### src/logic/tlp_regs.vh
`ifndef TLP_REGS_VH
`define TLP_REGS_VH

// two-wire target address (7-bit) and byte pointer space
`define TLP_DEV_ADDR    7'h50
`define TLP_PTR_RST     8'h00

// lower page byte offsets
`define TLP_A_ID        8'h00
`define TLP_A_STAT      8'h02
`define TLP_A_LOS       8'h03
`define TLP_A_TXF       8'h04
`define TLP_A_TEMP      8'h06
`define TLP_A_VCC       8'h07
`define TLP_A_RX12      8'h09
`define TLP_A_RX34      8'h0A
`define TLP_A_BIAS      8'h0B
`define TLP_A_CTRL_LO   8'h56
`define TLP_A_CTRL_HI   8'h61
`define TLP_A_MASK_LO   8'h64
`define TLP_A_MASK_HI   8'h6A
`define TLP_A_PAGE      8'h7F

// module_status bit positions
`define TLP_ST_PAGED    2
`define TLP_ST_INT      1
`define TLP_ST_DNR      0

// flag vector layout, one slot per latched flag bit
`define TLP_NFLAG       40
`define TLP_SEL_LOS     40'h000000000F
`define TLP_SEL_TXF     40'h00000000F0
`define TLP_SEL_TEMP    40'h0000000F00
`define TLP_SEL_VCC     40'h000000F000
`define TLP_SEL_RX12    40'h0000FF0000
`define TLP_SEL_RX34    40'h00FF000000
`define TLP_SEL_BIAS    40'hFF00000000
`define TLP_SEL_NONE    40'h0000000000

// reset values and writable byte counts
`define TLP_CTRL_RST    8'h00
`define TLP_MASK_RST    8'h00
`define TLP_PAGE_RST    8'h00
`define TLP_NCTRL       12
`define TLP_NMASK       7

// byte framing
`define TLP_BITS_BYTE   4'h8
`define TLP_BIT_ZERO    4'h0
`define TLP_BIT_ONE     4'h1

// timing: monitor data ready limit
`define TLP_T_DATA_MS   2000
`define TLP_CLK_KHZ     125000

`endif

### src/logic/tlp_sync.v
`timescale 1ns/1ns
// two-stage synchroniser for levels arriving from outside core_clk
module tlp_sync #(
  parameter W = 2
) (
  // clock and reset
  input  wire         core_clk,
  input  wire         nrst,
  // asynchronous in, synchronised out
  input  wire [W-1:0] d,
  output reg  [W-1:0] q
);

  reg [W-1:0] meta_q;

  always @(posedge core_clk or negedge nrst)
  begin
    if (!nrst)
    begin
      meta_q <= {W{1'b1}};
      q      <= {W{1'b1}};
    end
    else
    begin
      meta_q <= d;
      q      <= meta_q;
    end
  end

endmodule

### src/logic/tlp_flags.v
`timescale 1ns/1ns
// latched flag bank: sticky set on condition, cleared by a read
module tlp_flags #(
  parameter W = 40
) (
  // clock and reset
  input  wire         core_clk,
  input  wire         nrst,
  // live conditions, read clear strobes, interrupt masks
  input  wire [W-1:0] cond,
  input  wire [W-1:0] clr,
  input  wire [W-1:0] mask,
  // latched flags and unmasked summary
  output reg  [W-1:0] flags_q,
  output wire         irq
);

  // a condition present in the clearing cycle keeps its flag set
  always @(posedge core_clk or negedge nrst)
  begin
    if (!nrst)
      flags_q <= {W{1'b0}};
    else
      flags_q <= (flags_q & ~clr) | cond;
  end

  // masking acts in the same cycle, far inside the limit
  assign irq = |(flags_q & ~mask);

endmodule

### src/logic/tlp_top.v
`timescale 1ns/1ns
// Overview of operation
// - read-only id, status, flag, monitor, reserved regions
// - writable control, mask, reserved, page-select bytes; here reserved bytes ignore writes and read zero
// - status byte 2 bit 2 reads one
// - status bit 1 mirrors interrupt pin
// - data-not-ready high until monitors valid, then low
// - flags zero normally, set on condition
// - byte 3 holds channel receive loss flags
// - byte 4 holds channel transmit fault flags
// - byte 6 holds temperature alarms and warnings
// - byte 7 holds supply alarms and warnings
// - bytes 9, 10 hold receive power flags
// - byte 11 holds transmit bias flags
// - read clears flag; interrupt releases quickly
// - data ready and interrupt within 2000 ms
// - lower page addressable; page byte selects upper; here upper-page bytes read zero for every page byte
// - mask bit inhibits interrupt within 100 ms
`include "tlp_regs.vh"
module tlp_top #(
  parameter [6:0]  DEV_ADDR = `TLP_DEV_ADDR,
  parameter [7:0]  ID_CODE  = 8'h5A, // arbitrary value
  parameter [27:0] RDY_CYC  = `TLP_T_DATA_MS * `TLP_CLK_KHZ
) (
  // clock and reset
  input  wire         core_clk,
  input  wire         nrst,
  // two-wire serial bus, open drain data
  input  wire         scl_in,
  input  wire         sda_in,
  output wire         sda_out,
  output reg          sda_oe,
  // interrupt pin, active low
  output reg          interrupt_request_n,
  // live conditions from the monitor logic on core_clk
  input  wire [3:0]   rx_los_cond,
  input  wire [3:0]   tx_fault_cond,
  input  wire [3:0]   temp_cond,
  input  wire [3:0]   vcc_cond,
  input  wire [15:0]  rx_power_cond,
  input  wire [7:0]   tx_bias_cond,
  input  wire         mon_valid,
  // stored writable bytes
  output wire [95:0]  ctrl_bytes,
  output wire [7:0]   page_select
);

  localparam [5:0] S_IDLE  = 6'h01;
  localparam [5:0] S_ADDR  = 6'h02;
  localparam [5:0] S_PTR   = 6'h04;
  localparam [5:0] S_WDATA = 6'h08;
  localparam [5:0] S_RDATA = 6'h10;
  localparam [5:0] S_RACK  = 6'h20;

  reg  [5:0]  st_q;
  reg  [3:0]  bitcnt_q;
  reg  [7:0]  sh_q;
  reg  [7:0]  ptr_q;
  reg         ack_q;
  reg         rw_q;
  reg         scl_d1_q;
  reg         sda_d1_q;
  reg  [7:0]  ctrl_q [0:`TLP_NCTRL-1];
  reg  [7:0]  mask_q [0:`TLP_NMASK-1];
  reg  [7:0]  page_q;
  reg         dnr_q;
  reg         rdy_evt_q;
  reg  [27:0] rdy_cnt_q;
  reg  [7:0]  rd_byte;
  reg         load;
  reg         wr;
  wire        scl_s;
  wire        sda_s;
  wire        scl_rise;
  wire        scl_fall;
  wire        start;
  wire        stop;
  wire [7:0]  ctrl_idx;
  wire [7:0]  mask_idx;
  wire        in_ctrl;
  wire        in_mask;
  wire [39:0] flags;
  wire [39:0] cond;
  wire [39:0] mask_vec;
  wire [39:0] clr_vec;
  wire        flag_irq;
  wire        rdy_done;
  integer     i;

  // flag bits touched by reading a given byte
  function [39:0] flag_sel;
    input [7:0] a;
    begin
      case (a)
        `TLP_A_LOS:  flag_sel = `TLP_SEL_LOS;
        `TLP_A_TXF:  flag_sel = `TLP_SEL_TXF;
        `TLP_A_TEMP: flag_sel = `TLP_SEL_TEMP;
        `TLP_A_VCC:  flag_sel = `TLP_SEL_VCC;
        `TLP_A_RX12: flag_sel = `TLP_SEL_RX12;
        `TLP_A_RX34: flag_sel = `TLP_SEL_RX34;
        `TLP_A_BIAS: flag_sel = `TLP_SEL_BIAS;
        default:     flag_sel = `TLP_SEL_NONE;
      endcase
    end
  endfunction

  tlp_sync #(
    .W (2)
  ) u_sync (
    .core_clk (core_clk),
    .nrst     (nrst),
    .d        ({scl_in, sda_in}),
    .q        ({scl_s, sda_s})
  );

  assign scl_rise = scl_s & ~scl_d1_q;
  assign scl_fall = ~scl_s & scl_d1_q;
  assign start    = scl_s & scl_d1_q & sda_d1_q & ~sda_s;
  assign stop     = scl_s & scl_d1_q & ~sda_d1_q & sda_s;

  // flag vector in byte order, nibbles high to low within each byte
  assign cond = {tx_bias_cond, rx_power_cond[15:8], rx_power_cond[7:0],
                 vcc_cond, temp_cond, tx_fault_cond, rx_los_cond};
  assign mask_vec = {mask_q[6], mask_q[5], mask_q[4], mask_q[3][7:4],
                     mask_q[2][7:4], mask_q[1][3:0], mask_q[0][3:0]};
  assign clr_vec  = load ? flag_sel(ptr_q) : `TLP_SEL_NONE;

  tlp_flags #(
    .W (`TLP_NFLAG)
  ) u_flags (
    .core_clk (core_clk),
    .nrst     (nrst),
    .cond     (cond),
    .clr      (clr_vec),
    .mask     (mask_vec),
    .flags_q  (flags),
    .irq      (flag_irq)
  );

  assign ctrl_idx = ptr_q - `TLP_A_CTRL_LO;
  assign mask_idx = ptr_q - `TLP_A_MASK_LO;
  assign in_ctrl  = (ptr_q >= `TLP_A_CTRL_LO) && (ptr_q <= `TLP_A_CTRL_HI);
  assign in_mask  = (ptr_q >= `TLP_A_MASK_LO) && (ptr_q <= `TLP_A_MASK_HI);

  // read map; monitor, reserved and upper-page bytes read zero
  always @*
  begin
    case (ptr_q)
      `TLP_A_ID:   rd_byte = ID_CODE;
      `TLP_A_STAT: rd_byte = {5'h00, 1'b1, interrupt_request_n,
                              dnr_q};
      `TLP_A_LOS:  rd_byte = {4'h0, flags[3:0]};
      `TLP_A_TXF:  rd_byte = {4'h0, flags[7:4]};
      `TLP_A_TEMP: rd_byte = {flags[11:8], 4'h0};
      `TLP_A_VCC:  rd_byte = {flags[15:12], 4'h0};
      `TLP_A_RX12: rd_byte = flags[23:16];
      `TLP_A_RX34: rd_byte = flags[31:24];
      `TLP_A_BIAS: rd_byte = flags[39:32];
      `TLP_A_PAGE: rd_byte = page_q;
      default:
      begin
        if (in_ctrl)
          rd_byte = ctrl_q[ctrl_idx[3:0]];
        else if (in_mask)
          rd_byte = mask_q[mask_idx[2:0]];
        else
          rd_byte = 8'h00;
      end
    endcase
  end

  // byte load for transmit and byte store on write, both at an ack edge
  always @*
  begin
    load = 1'b0;
    wr   = 1'b0;
    if (scl_fall && !start && !stop)
    begin
      if (st_q == S_ADDR && ack_q && rw_q)
        load = 1'b1;
      if (st_q == S_RACK && ack_q)
        load = 1'b1;
      if (st_q == S_WDATA && !ack_q && bitcnt_q == `TLP_BITS_BYTE)
        wr = 1'b1;
    end
  end

  // two-wire target: sample on scl rise, change data on scl fall
  always @(posedge core_clk or negedge nrst)
  begin
    if (!nrst)
    begin
      st_q     <= S_IDLE;
      bitcnt_q <= `TLP_BIT_ZERO;
      sh_q     <= 8'h00;
      ptr_q    <= `TLP_PTR_RST;
      ack_q    <= 1'b0;
      rw_q     <= 1'b0;
      scl_d1_q <= 1'b1;
      sda_d1_q <= 1'b1;
    end
    else
    begin
      scl_d1_q <= scl_s;
      sda_d1_q <= sda_s;
      if (start)
      begin
        st_q     <= S_ADDR;
        bitcnt_q <= `TLP_BIT_ZERO;
        ack_q    <= 1'b0;
      end
      else if (stop)
      begin
        st_q  <= S_IDLE;
        ack_q <= 1'b0;
      end
      else
      begin
        case (st_q)
          S_ADDR, S_PTR, S_WDATA:
          begin
            if (scl_rise && bitcnt_q != `TLP_BITS_BYTE)
            begin
              sh_q     <= {sh_q[6:0], sda_s};
              bitcnt_q <= bitcnt_q + `TLP_BIT_ONE;
            end
            else if (scl_fall && ack_q)
            begin
              ack_q    <= 1'b0;
              bitcnt_q <= `TLP_BIT_ZERO;
              if (st_q == S_ADDR && rw_q)
              begin
                st_q  <= S_RDATA;
                sh_q  <= rd_byte;
                ptr_q <= ptr_q + 8'h01;
              end
              else if (st_q == S_ADDR)
                st_q <= S_PTR;
              else
                st_q <= S_WDATA;
            end
            else if (scl_fall && bitcnt_q == `TLP_BITS_BYTE)
            begin
              if (st_q == S_ADDR)
              begin
                if (sh_q[7:1] == DEV_ADDR)
                begin
                  ack_q <= 1'b1;
                  rw_q  <= sh_q[0];
                end
                else
                  st_q <= S_IDLE;
              end
              else
              begin
                ack_q <= 1'b1;
                if (st_q == S_PTR)
                  ptr_q <= sh_q;
                else
                  ptr_q <= ptr_q + 8'h01;
              end
            end
          end
          S_RDATA:
          begin
            if (scl_rise)
              bitcnt_q <= bitcnt_q + `TLP_BIT_ONE;
            else if (scl_fall && bitcnt_q == `TLP_BITS_BYTE)
              st_q <= S_RACK;
            else if (scl_fall)
              sh_q <= {sh_q[6:0], 1'b1};
          end
          S_RACK:
          begin
            if (scl_rise)
            begin
              if (sda_s)
                st_q <= S_IDLE;
              else
                ack_q <= 1'b1;
            end
            else if (load)
            begin
              ack_q    <= 1'b0;
              st_q     <= S_RDATA;
              bitcnt_q <= `TLP_BIT_ZERO;
              sh_q     <= rd_byte;
              ptr_q    <= ptr_q + 8'h01;
            end
          end
          S_IDLE:
            ack_q <= 1'b0;
          default:
            st_q <= S_IDLE;
        endcase
      end
    end
  end

  // registered open-drain enable: ack, or a zero data bit being sent
  assign sda_out = 1'b0;
  always @(posedge core_clk or negedge nrst)
  begin
    if (!nrst)
      sda_oe <= 1'b0;
    else
      sda_oe <= (ack_q && st_q != S_RACK) ||
                (st_q == S_RDATA && !sh_q[7]);
  end

  // writable bytes; reserved writable bytes and read-only bytes ignore it
  always @(posedge core_clk or negedge nrst)
  begin
    if (!nrst)
    begin
      for (i = 0; i < `TLP_NCTRL; i = i + 1)
        ctrl_q[i] <= `TLP_CTRL_RST;
      for (i = 0; i < `TLP_NMASK; i = i + 1)
        mask_q[i] <= `TLP_MASK_RST;
      page_q <= `TLP_PAGE_RST;
    end
    else if (wr)
    begin
      if (in_ctrl)
        ctrl_q[ctrl_idx[3:0]] <= sh_q;
      if (in_mask)
        mask_q[mask_idx[2:0]] <= sh_q;
      if (ptr_q == `TLP_A_PAGE)
        page_q <= sh_q;
    end
  end

  genvar g;
  generate
    for (g = 0; g < `TLP_NCTRL; g = g + 1)
    begin : g_ctrl
      assign ctrl_bytes[g*8 +: 8] = ctrl_q[g];
    end
  endgenerate
  assign page_select = page_q;

  // data-not-ready: cleared by valid monitors or by the time limit;
  // the limit guards against a monitor that never reports
  assign rdy_done = mon_valid || (rdy_cnt_q == RDY_CYC);

  always @(posedge core_clk or negedge nrst)
  begin
    if (!nrst)
    begin
      dnr_q     <= 1'b1;
      rdy_evt_q <= 1'b0;
      rdy_cnt_q <= 28'h0000000;
    end
    else
    begin
      if (dnr_q && !rdy_done)
        rdy_cnt_q <= rdy_cnt_q + 28'h0000001;
      if (dnr_q && rdy_done)
        dnr_q <= 1'b0;
      // set wins over the clear by a status read
      if (dnr_q && rdy_done)
        rdy_evt_q <= 1'b1;
      else if (load && ptr_q == `TLP_A_STAT)
        rdy_evt_q <= 1'b0;
    end
  end

  always @(posedge core_clk or negedge nrst)
  begin
    if (!nrst)
      interrupt_request_n <= 1'b1;
    else
      interrupt_request_n <= ~(flag_irq | rdy_evt_q);
  end

endmodule

### config.mk
export PLATFORM = sky130hd
export DESIGN_NAME = tlp_top
export DESIGN_NICKNAME = d
export VERILOG_FILES = /design/src/logic/tlp_sync.v /design/src/logic/tlp_flags.v /design/src/logic/tlp_top.v
export VERILOG_INCLUDE_DIRS = /design/src /design/src/logic
export SDC_FILE = /design/constraint.sdc
export NUM_CORES = 1
export LEC_CHECK = 0
export BUFFER_PORTS_ARGS = -buffer_cell sky130_fd_sc_hd__buf_2
export CORE_MARGIN = 8
export CORE_UTILIZATION = 40
export DETAILED_ROUTE_END_ITERATION = 10
export PLACE_DENSITY_LB_ADDON = 0.12
export SYNTH_ARGS = -nofsm -noshare
export SYNTH_HDL_FRONTEND = slang
export SYNTH_SLANG_ARGS = --single-unit
### constraint.sdc
create_clock -name core_clk -period 3.8 [get_ports core_clk]
set_input_delay 0 -clock core_clk [delete_from_list [all_inputs] [get_ports core_clk]]
set_output_delay 0 -clock core_clk [all_outputs]
set_load 0.005 [all_outputs]
* Word-level counts from Yosys, hierarchy flattened
Cells that the tools add are included.
** Storage, ports and cells
- Flip-flop bits (word level) :: 266
- Output and inout port bits :: 107
- Memory bits (writable) :: 0
- Latch bits :: 0
- Logic and storage cells :: 240
- Memory bits (read-only) :: 0
- Memories :: 0
** Cells by class
- Bitwise logic cells :: 24
- Add/subtract/negate cells :: 5
- $mul :: 0
- Order comparisons :: 8
- Reduce and logical (&&, ||, !) cells :: 44
- Shift operators :: 0
- Multiplexer cells :: 76
- Div/mod/pow operators :: 0
- Eq/ne operators :: 47
** Operators by type and width (number)
- case mux 40 bit (7 select lines) :: 1
- 2-to-1 mux 8 bit :: 24
- bitwise mux 96 bit :: 1
- bitwise AND 40 bit :: 2
- NOT 40 bit :: 2
- case mux 8 bit (10 select lines) :: 1
- 2-to-1 mux 6 bit :: 12
- bitwise mux 56 bit :: 1
- 2-to-1 mux 40 bit :: 1
- bitwise OR 40 bit :: 1
- OR reduction 40 bit :: 1
- binary-select mux 8 bit (select 4 bit) :: 1
- demux 8 bit (select 4 bit) :: 1
- 2-to-1 mux 4 bit :: 8
- adder 28 x 1 -> 28 bit, second input constant :: 1
- == test 28 bit, second input constant :: 1
- != test 3 bit, second input constant :: 9
- != test 5 bit, second input constant :: 5
- binary-select mux 8 bit (select 3 bit) :: 1
- demux 8 bit (select 3 bit) :: 1
- == test 8 x 3 -> 1 bit, second input constant :: 3
- == test 8 x 4 -> 1 bit, second input constant :: 3
- case mux 6 bit (4 select lines) :: 1
- case mux 8 bit (3 select lines) :: 1
- 48 further kinds :: 121

* Logic depth before layout (Yosys ltp)
- Depth after elaboration :: 12
- Depth in mapped cells :: 12

* Cells and area by module
Synthesis repeated with hierarchy kept, for this count alone.
** Second synthesis, totals
- Cell total of the unflattened synthesis :: 1090
- Area, all modules :: 13170.1 um^2
** By module, submodules not included
- tlp_top :: cells an instance 933, times used 1, area an instance 11394.7 um^2
- tlp_flags :: cells an instance 153, times used 1, area an instance 1670.4 um^2
- tlp_sync :: cells an instance 4, times used 1, area an instance 105.1 um^2

* Least setup slack after synthesis
No wires, ideal clock.
- Path type :: register to register
- From :: reg ptr_q[0]
- To :: reg ctrl_q (netlist bit ctrl_bytes[32])
- Cell stages (with the launch flop) :: 13
- Data required time :: 3.675 ns
- Period minus slack after synthesis :: 3.052 ns
- Path slack :: 0.748 ns
- Data arrival time :: 2.928 ns
- Setup time :: 0.125 ns
- Cell sequence :: dfrtp_1 -> buf_2 -> buf_6 -> inv_2 -> clkbuf_1 -> ha_1 -> clkbuf_1 -> o21ai_0 -> a21oi_1 -> nor2_1 -> nor4_1 -> nand2_1 -> mux2_2
** On the way
- Word-level cells in the longest chain between the ends :: 7
- Elaborated cells between the ends (all ways) :: 12
- Those cells by class :: 1 x add/sub; 4 x order compare; 3 x mux; 1 x bitwise; 3 x reduce/logical
** Ends and longest elaborated chain
- start: declaration :: line tlp_top.v:58 : reg [7:0] ptr_q;
- start signal: assignment :: line tlp_top.v:196 : ptr_q <= `TLP_PTR_RST;
- start signal: assignment :: line tlp_top.v:235 : ptr_q <= ptr_q + 8'h01;
- start signal: assignment :: line tlp_top.v:258 : ptr_q <= sh_q;
- subtractor 4 x 3 -> 4 bit (no line)
- NOT 4 -> 5 bit (implied by the code) :: line tlp_top.v:325 : ctrl_q[ctrl_idx[3:0]] <= sh_q;
- greater-or-equal comparator 5 bit (implied by the code) / less-than comparator 5 x 1 -> 1 bit (equally long branches) :: line tlp_top.v:325
- logical AND 1 bit (implied by the code) :: line tlp_top.v:325
- 2-to-1 mux 8 bit (implied by the code) :: line tlp_top.v:325
- demux 8 bit (select 4 bit) :: line tlp_top.v:325
- bitwise mux 96 bit :: line tlp_top.v:325
- end signal: indexed assignment :: line tlp_top.v:317 : ctrl_q[i] <= `TLP_CTRL_RST;
- end signal: indexed assignment :: line tlp_top.v:325
- end: declaration :: line tlp_top.v:63 : reg [7:0] ctrl_q [0:`TLP_NCTRL-1];
Several ways; a longest one is shown, not always the timed one.
A chain may end at the register's enable or synchronous reset.

* Worst setup path in the final report
- From :: reg ptr_q[0]
- To :: reg sh_q[0]
** On the way
- Word-level cells in the longest chain between the ends :: 12
- Elaborated cells between the ends (all ways) :: 35
- Those cells by class :: 2 x add/sub; 4 x order compare; 9 x eq/ne; 15 x mux; 2 x bitwise; 3 x reduce/logical
** Ends and longest elaborated chain
- branches (longest 7 deep; another with subtractor 4 x 3 -> 4 bit)
- case mux 8 bit (10 select lines) (*) :: line tlp_top.v:148 : case (ptr_q)
- 2-to-1 mux 8 bit :: line tlp_top.v:231 : if (st_q == S_ADDR && rw_q)
- 2-to-1 mux 8 bit :: line tlp_top.v:227 : else if (scl_fall && ack_q)
- 2-to-1 mux 8 bit :: line tlp_top.v:222 : if (scl_rise && bitcnt_q != `TLP_BITS_BYTE)
- case mux 8 bit (3 select lines) (*) :: line tlp_top.v:219 : case (st_q)
- end signal: assignment :: line tlp_top.v:224 : sh_q <= {sh_q[6:0], sda_s};
- end signal: assignment :: line tlp_top.v:234 : sh_q <= rd_byte;
- end signal: assignment :: line tlp_top.v:271 : sh_q <= {sh_q[6:0], 1'b1};
- end: declaration :: line tlp_top.v:57 : reg [7:0] sh_q;
Mark *: on every way between the ends. The select of a mux whose other input is x is not followed.

==> impl_metrics.csv <==
group,metric,value,unit
final_layout,n_fill_cell,2966,
detailed_routing,top_layer_used,"met4",
hold_path,hold_start,"sda_in",
clock_tree,tritoncts,"built",
final_layout,antenna_cells,0,
final_layout,layout-drive-gt1-share,0.314,
power_and_ir_drop,netSwitchingFraction,0.301,
power_and_ir_drop,p_comb_frac,0.187,
power_and_ir_drop,leakage,7.56,nW
yosys,synth-async-reset-ratio,1.00,
final_layout,fin_nets,1346,
grt,grt_overflow,0,
sta,fin_worst_skew,0.0133,ns
grt,grt_pass1_vias,10300,
run,cap_violations,0,
detailed_routing,routed_via_density,5.69,
sta,setup_viol,0,
critical_path,required,4.24,ns
detailed_routing,routed_wl,41300,um
detailed_routing,wl_met1,19400,um
yosys,synth_fp_nets,1156,
die,dieArea,0.0388,sq mm
grt,track_usage,0.213,
detailed_routing,wire_per_inst,23.6,um
grt,grt_max_degree,109,
yosys,avgSynthCellArea,11.9,sq um
power_and_ir_drop,p_seq_frac,0.400,
grt,antenna_found_initial,0,
clock_tree,postCtsResizedCells,0,
clock_tree,cts_buffers,31,
sta,worst_pin_slew,1.10,ns
yosys,synth_edf_count,0,
yosys,ys.warnings.count,0,
sta,fin_hold_ws,0.0986,ns
hold_path,hold_path.class,"input pin to flop",
critical_path,criticalPathCategory,"flop to flop",
die,ios,152,
clock_tree,post_cts_buffers,0,
yosys,ys.flop_type,"dfrtp_1",
die,start_util,0.404,
clock_tree,h-tree-depth,1,
yosys,netlist_instances,1099,
hold_path,hold_path_depth,2,
clock_tree,cts_max_path_buffers,3,
sta,fmax,310,MHz
power_and_ir_drop,irDropWorstVdd,323,uV
yosys,syn-cell-area,0.0131,sq mm
critical_path,critPathMaxFanout,31,
die,die_w,197,um
critical_path,rr_startpoint,"ptr_q[0]",
placement,io_buffer_count,150,
run_status,outcome,"finished clean",
detailed_routing,ant_nets,0,
detailed_routing,drt_pass1_iterations,5,
sta,period_minus_slack,3.23,ns
critical_path,r2r-end,"sh_q[0]",
clock_tree,root_buffer,"clkbuf_16",
power_and_ir_drop,p_sw,0.00231,W
critical_path,critPathCaptureType,"flop",
power_and_ir_drop,p_int,0.00537,W
yosys,ys_seq_elements,266,
die,rows,66,
sta,hold_viol,0,
clock_tree,cts_sinks,266,
clock_tree,insertion_delay,0.56,ns
sta,tns,0,ns
final_layout,seq_area,0.00667,sq mm
critical_path,crit_arrival,3.67,ns
detailed_routing,drc,0,
yosys,yosysUniqueCellTypes,78,
hold_path,min_to,"u_sync.meta_q[0]",
critical_path,cp-start-kind,"flop",
detailed_routing,route.vias.total,9968,
yosys,ys_seq_area_frac,0.508,
sta,relSlewSlack,0.269,
sta,slew_viol_final,0,
critical_path,reg2reg_setup_slack,0.57,ns
detailed_routing,route.met2.wl,18500,um
sta,rsz0062_at_grt,"no",
final_layout,area_growth,21.3,%
die,core_area,0.0325,sq mm
power_and_ir_drop,p_per_area,483,mW/mm^2
placement,post-dp-hpwl,29100,um
clock_tree,clk_pin_slew_worst_paths,0.06,ns
power_and_ir_drop,clkPwrFrac,0.413,
die,dieHeight,197,um
detailed_routing,route.met3.wl,2620,um
detailed_routing,drt_iter0_markers,808,
critical_path,reg2reg_depth,7,
sta,finalCritPeriodShare,0.849,
grt,grt_pass1_wl,64600,um
final_layout,multiInputGateArea,0.00598,sq mm
placement,gp_congestion,0.925,
clock_tree,hold_buffers,44,
==> metrics by stage <==
step / std cells / worst slack [ns] / area, sq um / utilization / power (W)
6_report: 1753 / 0.575 / 15900 / 0.490 / 0.00769
5_1_grt: 1753 / 0.278 / 15900 / 0.490 / 0.00798
4_1_cts: 1753 / 0.578 / 15900 / 0.490 / 0.00776
3_5_place_dp: 1654 / 0.597 / 14400 / 0.443 / 0.00452
3_3_place_gp: 1654 / 0.566 / 14400 / 0.443 / 0.00453
2_1_floorplan: 1099 / 0.748 / 13100 / - / 0.00392
==> metal layers <==
metal	vias up	GRT usage
li1	4447	-
met1	5107	0.314
met2	349	0.326
met3	65	0.0332
met4	0	0.0488
met5	-	0
==> logic make-up (layout without fill, tap and decap cells) <==
kind of cell    count (synthesis)  after routing  synth area share
compound gates                214            214             0.119
flops                         266            266             0.508
simple gates                  255            255             0.104
xor+xnor                       31             31            0.0207
fa+ha+maj                      12             12            0.0114
mux                           202            202             0.201
buf+inv                       118            330            0.0361
other cells                     1              1          0.000286
==> cell usage in the layout (no fill, tap or decap), types with 8 or more instances in the layout <==
cell type | synthesis | routed
a221oi_1 | 21 | 21
buf_4 | 1 | 23
nand2_1 | 63 | 63
inv_1 | 55 | 55
a21oi_1 | 23 | 23
o22ai_1 | 17 | 17
mux2_1 | 39 | 39
dfrtp_1 | 257 | 255
dlygate4sd3_1 | 0 | 44
a21o_1 | 42 | 42
mux2_2 | 129 | 129
nand3_1 | 34 | 34
o21ai_0 | 29 | 29
dfstp_2 | 9 | 9
and3_1 | 20 | 20
nor2b_1 | 15 | 15
mux4_2 | 32 | 32
buf_2 | 9 | 149
ha_1 | 12 | 12
nand4_1 | 10 | 10
nor3_1 | 11 | 11
a22oi_1 | 9 | 9
nor2_1 | 46 | 46
clkbuf_8 | 0 | 8
xnor2_1 | 24 | 24
nand2b_1 | 10 | 10
clkbuf_16 | 0 | 31
==> worst max-delay path by stage <==
stage | startpoint | endpoint | slack, ns | cells after the start
final | ptr_q[0] | sh_q[0] | 0.57 | 7
after global routing | ptr_q[0] | ctrl_bytes[68] | 0.28 | 8
after CTS | ptr_q[0] | sh_q[0] | 0.58 | 7
after detailed placement | ptr_q[0] | sh_q[0] | 0.60 | 7
after global placement | ptr_q[0] | sh_q[0] | 0.57 | 7
after floorplan | ptr_q[0] | ctrl_bytes[32] | 0.75 | 12
==> power by group through the flow <==
stage | clock, W | combinational, W | sequential (W)
3_3_place_gp | 0 | 0.00141 | 0.00312
6_report | 0.00317 | 0.00144 | 0.00307
2_1_floorplan | 0 | 0.000908 | 0.00302
5_1_grt | 0.00335 | 0.00155 | 0.00308
3_5_place_dp | 0 | 0.00140 | 0.00312
4_1_cts | 0.00325 | 0.00144 | 0.00307
==> state kept, by name, indices dropped and copies added, names as in the netlist <==
signal               cells
ack_q                    1
bitcnt_q                 4
ctrl_bytes              96
dnr_q                    1
interrupt_request_n      1
mask_q                  56
page_select              8
ptr_q                    8
rdy_cnt_q               28
rdy_evt_q                1
rw_q                     1
scl_d1_q                 1
sda_d1_q                 1
sda_oe                   1
sh_q                     8
st_q                     6
u_flags.flags_q         40
u_sync.meta_q            2
u_sync.q                 2
==> worst max-delay path: stages, from the launching register on <==
cell and delay [ns]:
dfrtp_2 0.54, buf_4 0.58, mux4_2 0.63, and3_1 0.21
a221o_1 0.28, a221oi_1 0.57, a311o_1 0.21, a21oi_1 0.06
==> area by class of cell <==
class | count | area share
inverters | 57 | 0.0135
well taps | 442 | 0.0348
flip-flops and latches | 266 | 0.419
clock buffers | 44 | 0.0569
multi-input cells | 715 | 0.376
repair buffers | 218 | 0.0876
clock inverters | 11 | 0.0121
==> cell usage after synthesis (9+ instances only) <==
cell      count  area (sq um)
a21o_1       42           315
a221oi_1     21           184
nor2_1       46           173
nor2b_1      15          93.8
inv_1        55           206
a21oi_1      23           115
dfstp_2       9           236
a22oi_1       9          67.6
nor3_1       11          55.1
nand3_1      34           170
and3_1       20           125
dfrtp_1     257          6430
mux2_2      129          1450
clkbuf_1     44           165
mux4_2       32           721
nand2b_1     10          62.6
o21ai_0      29           145
xnor2_1      24           210
nand2_1      63           236
nand4_1      10          62.6
o22ai_1      17           106
ha_1         12           150
mux2_1       39           439
buf_2         9          45.0
No activity file was read; power rests on OpenSTA's default activity.
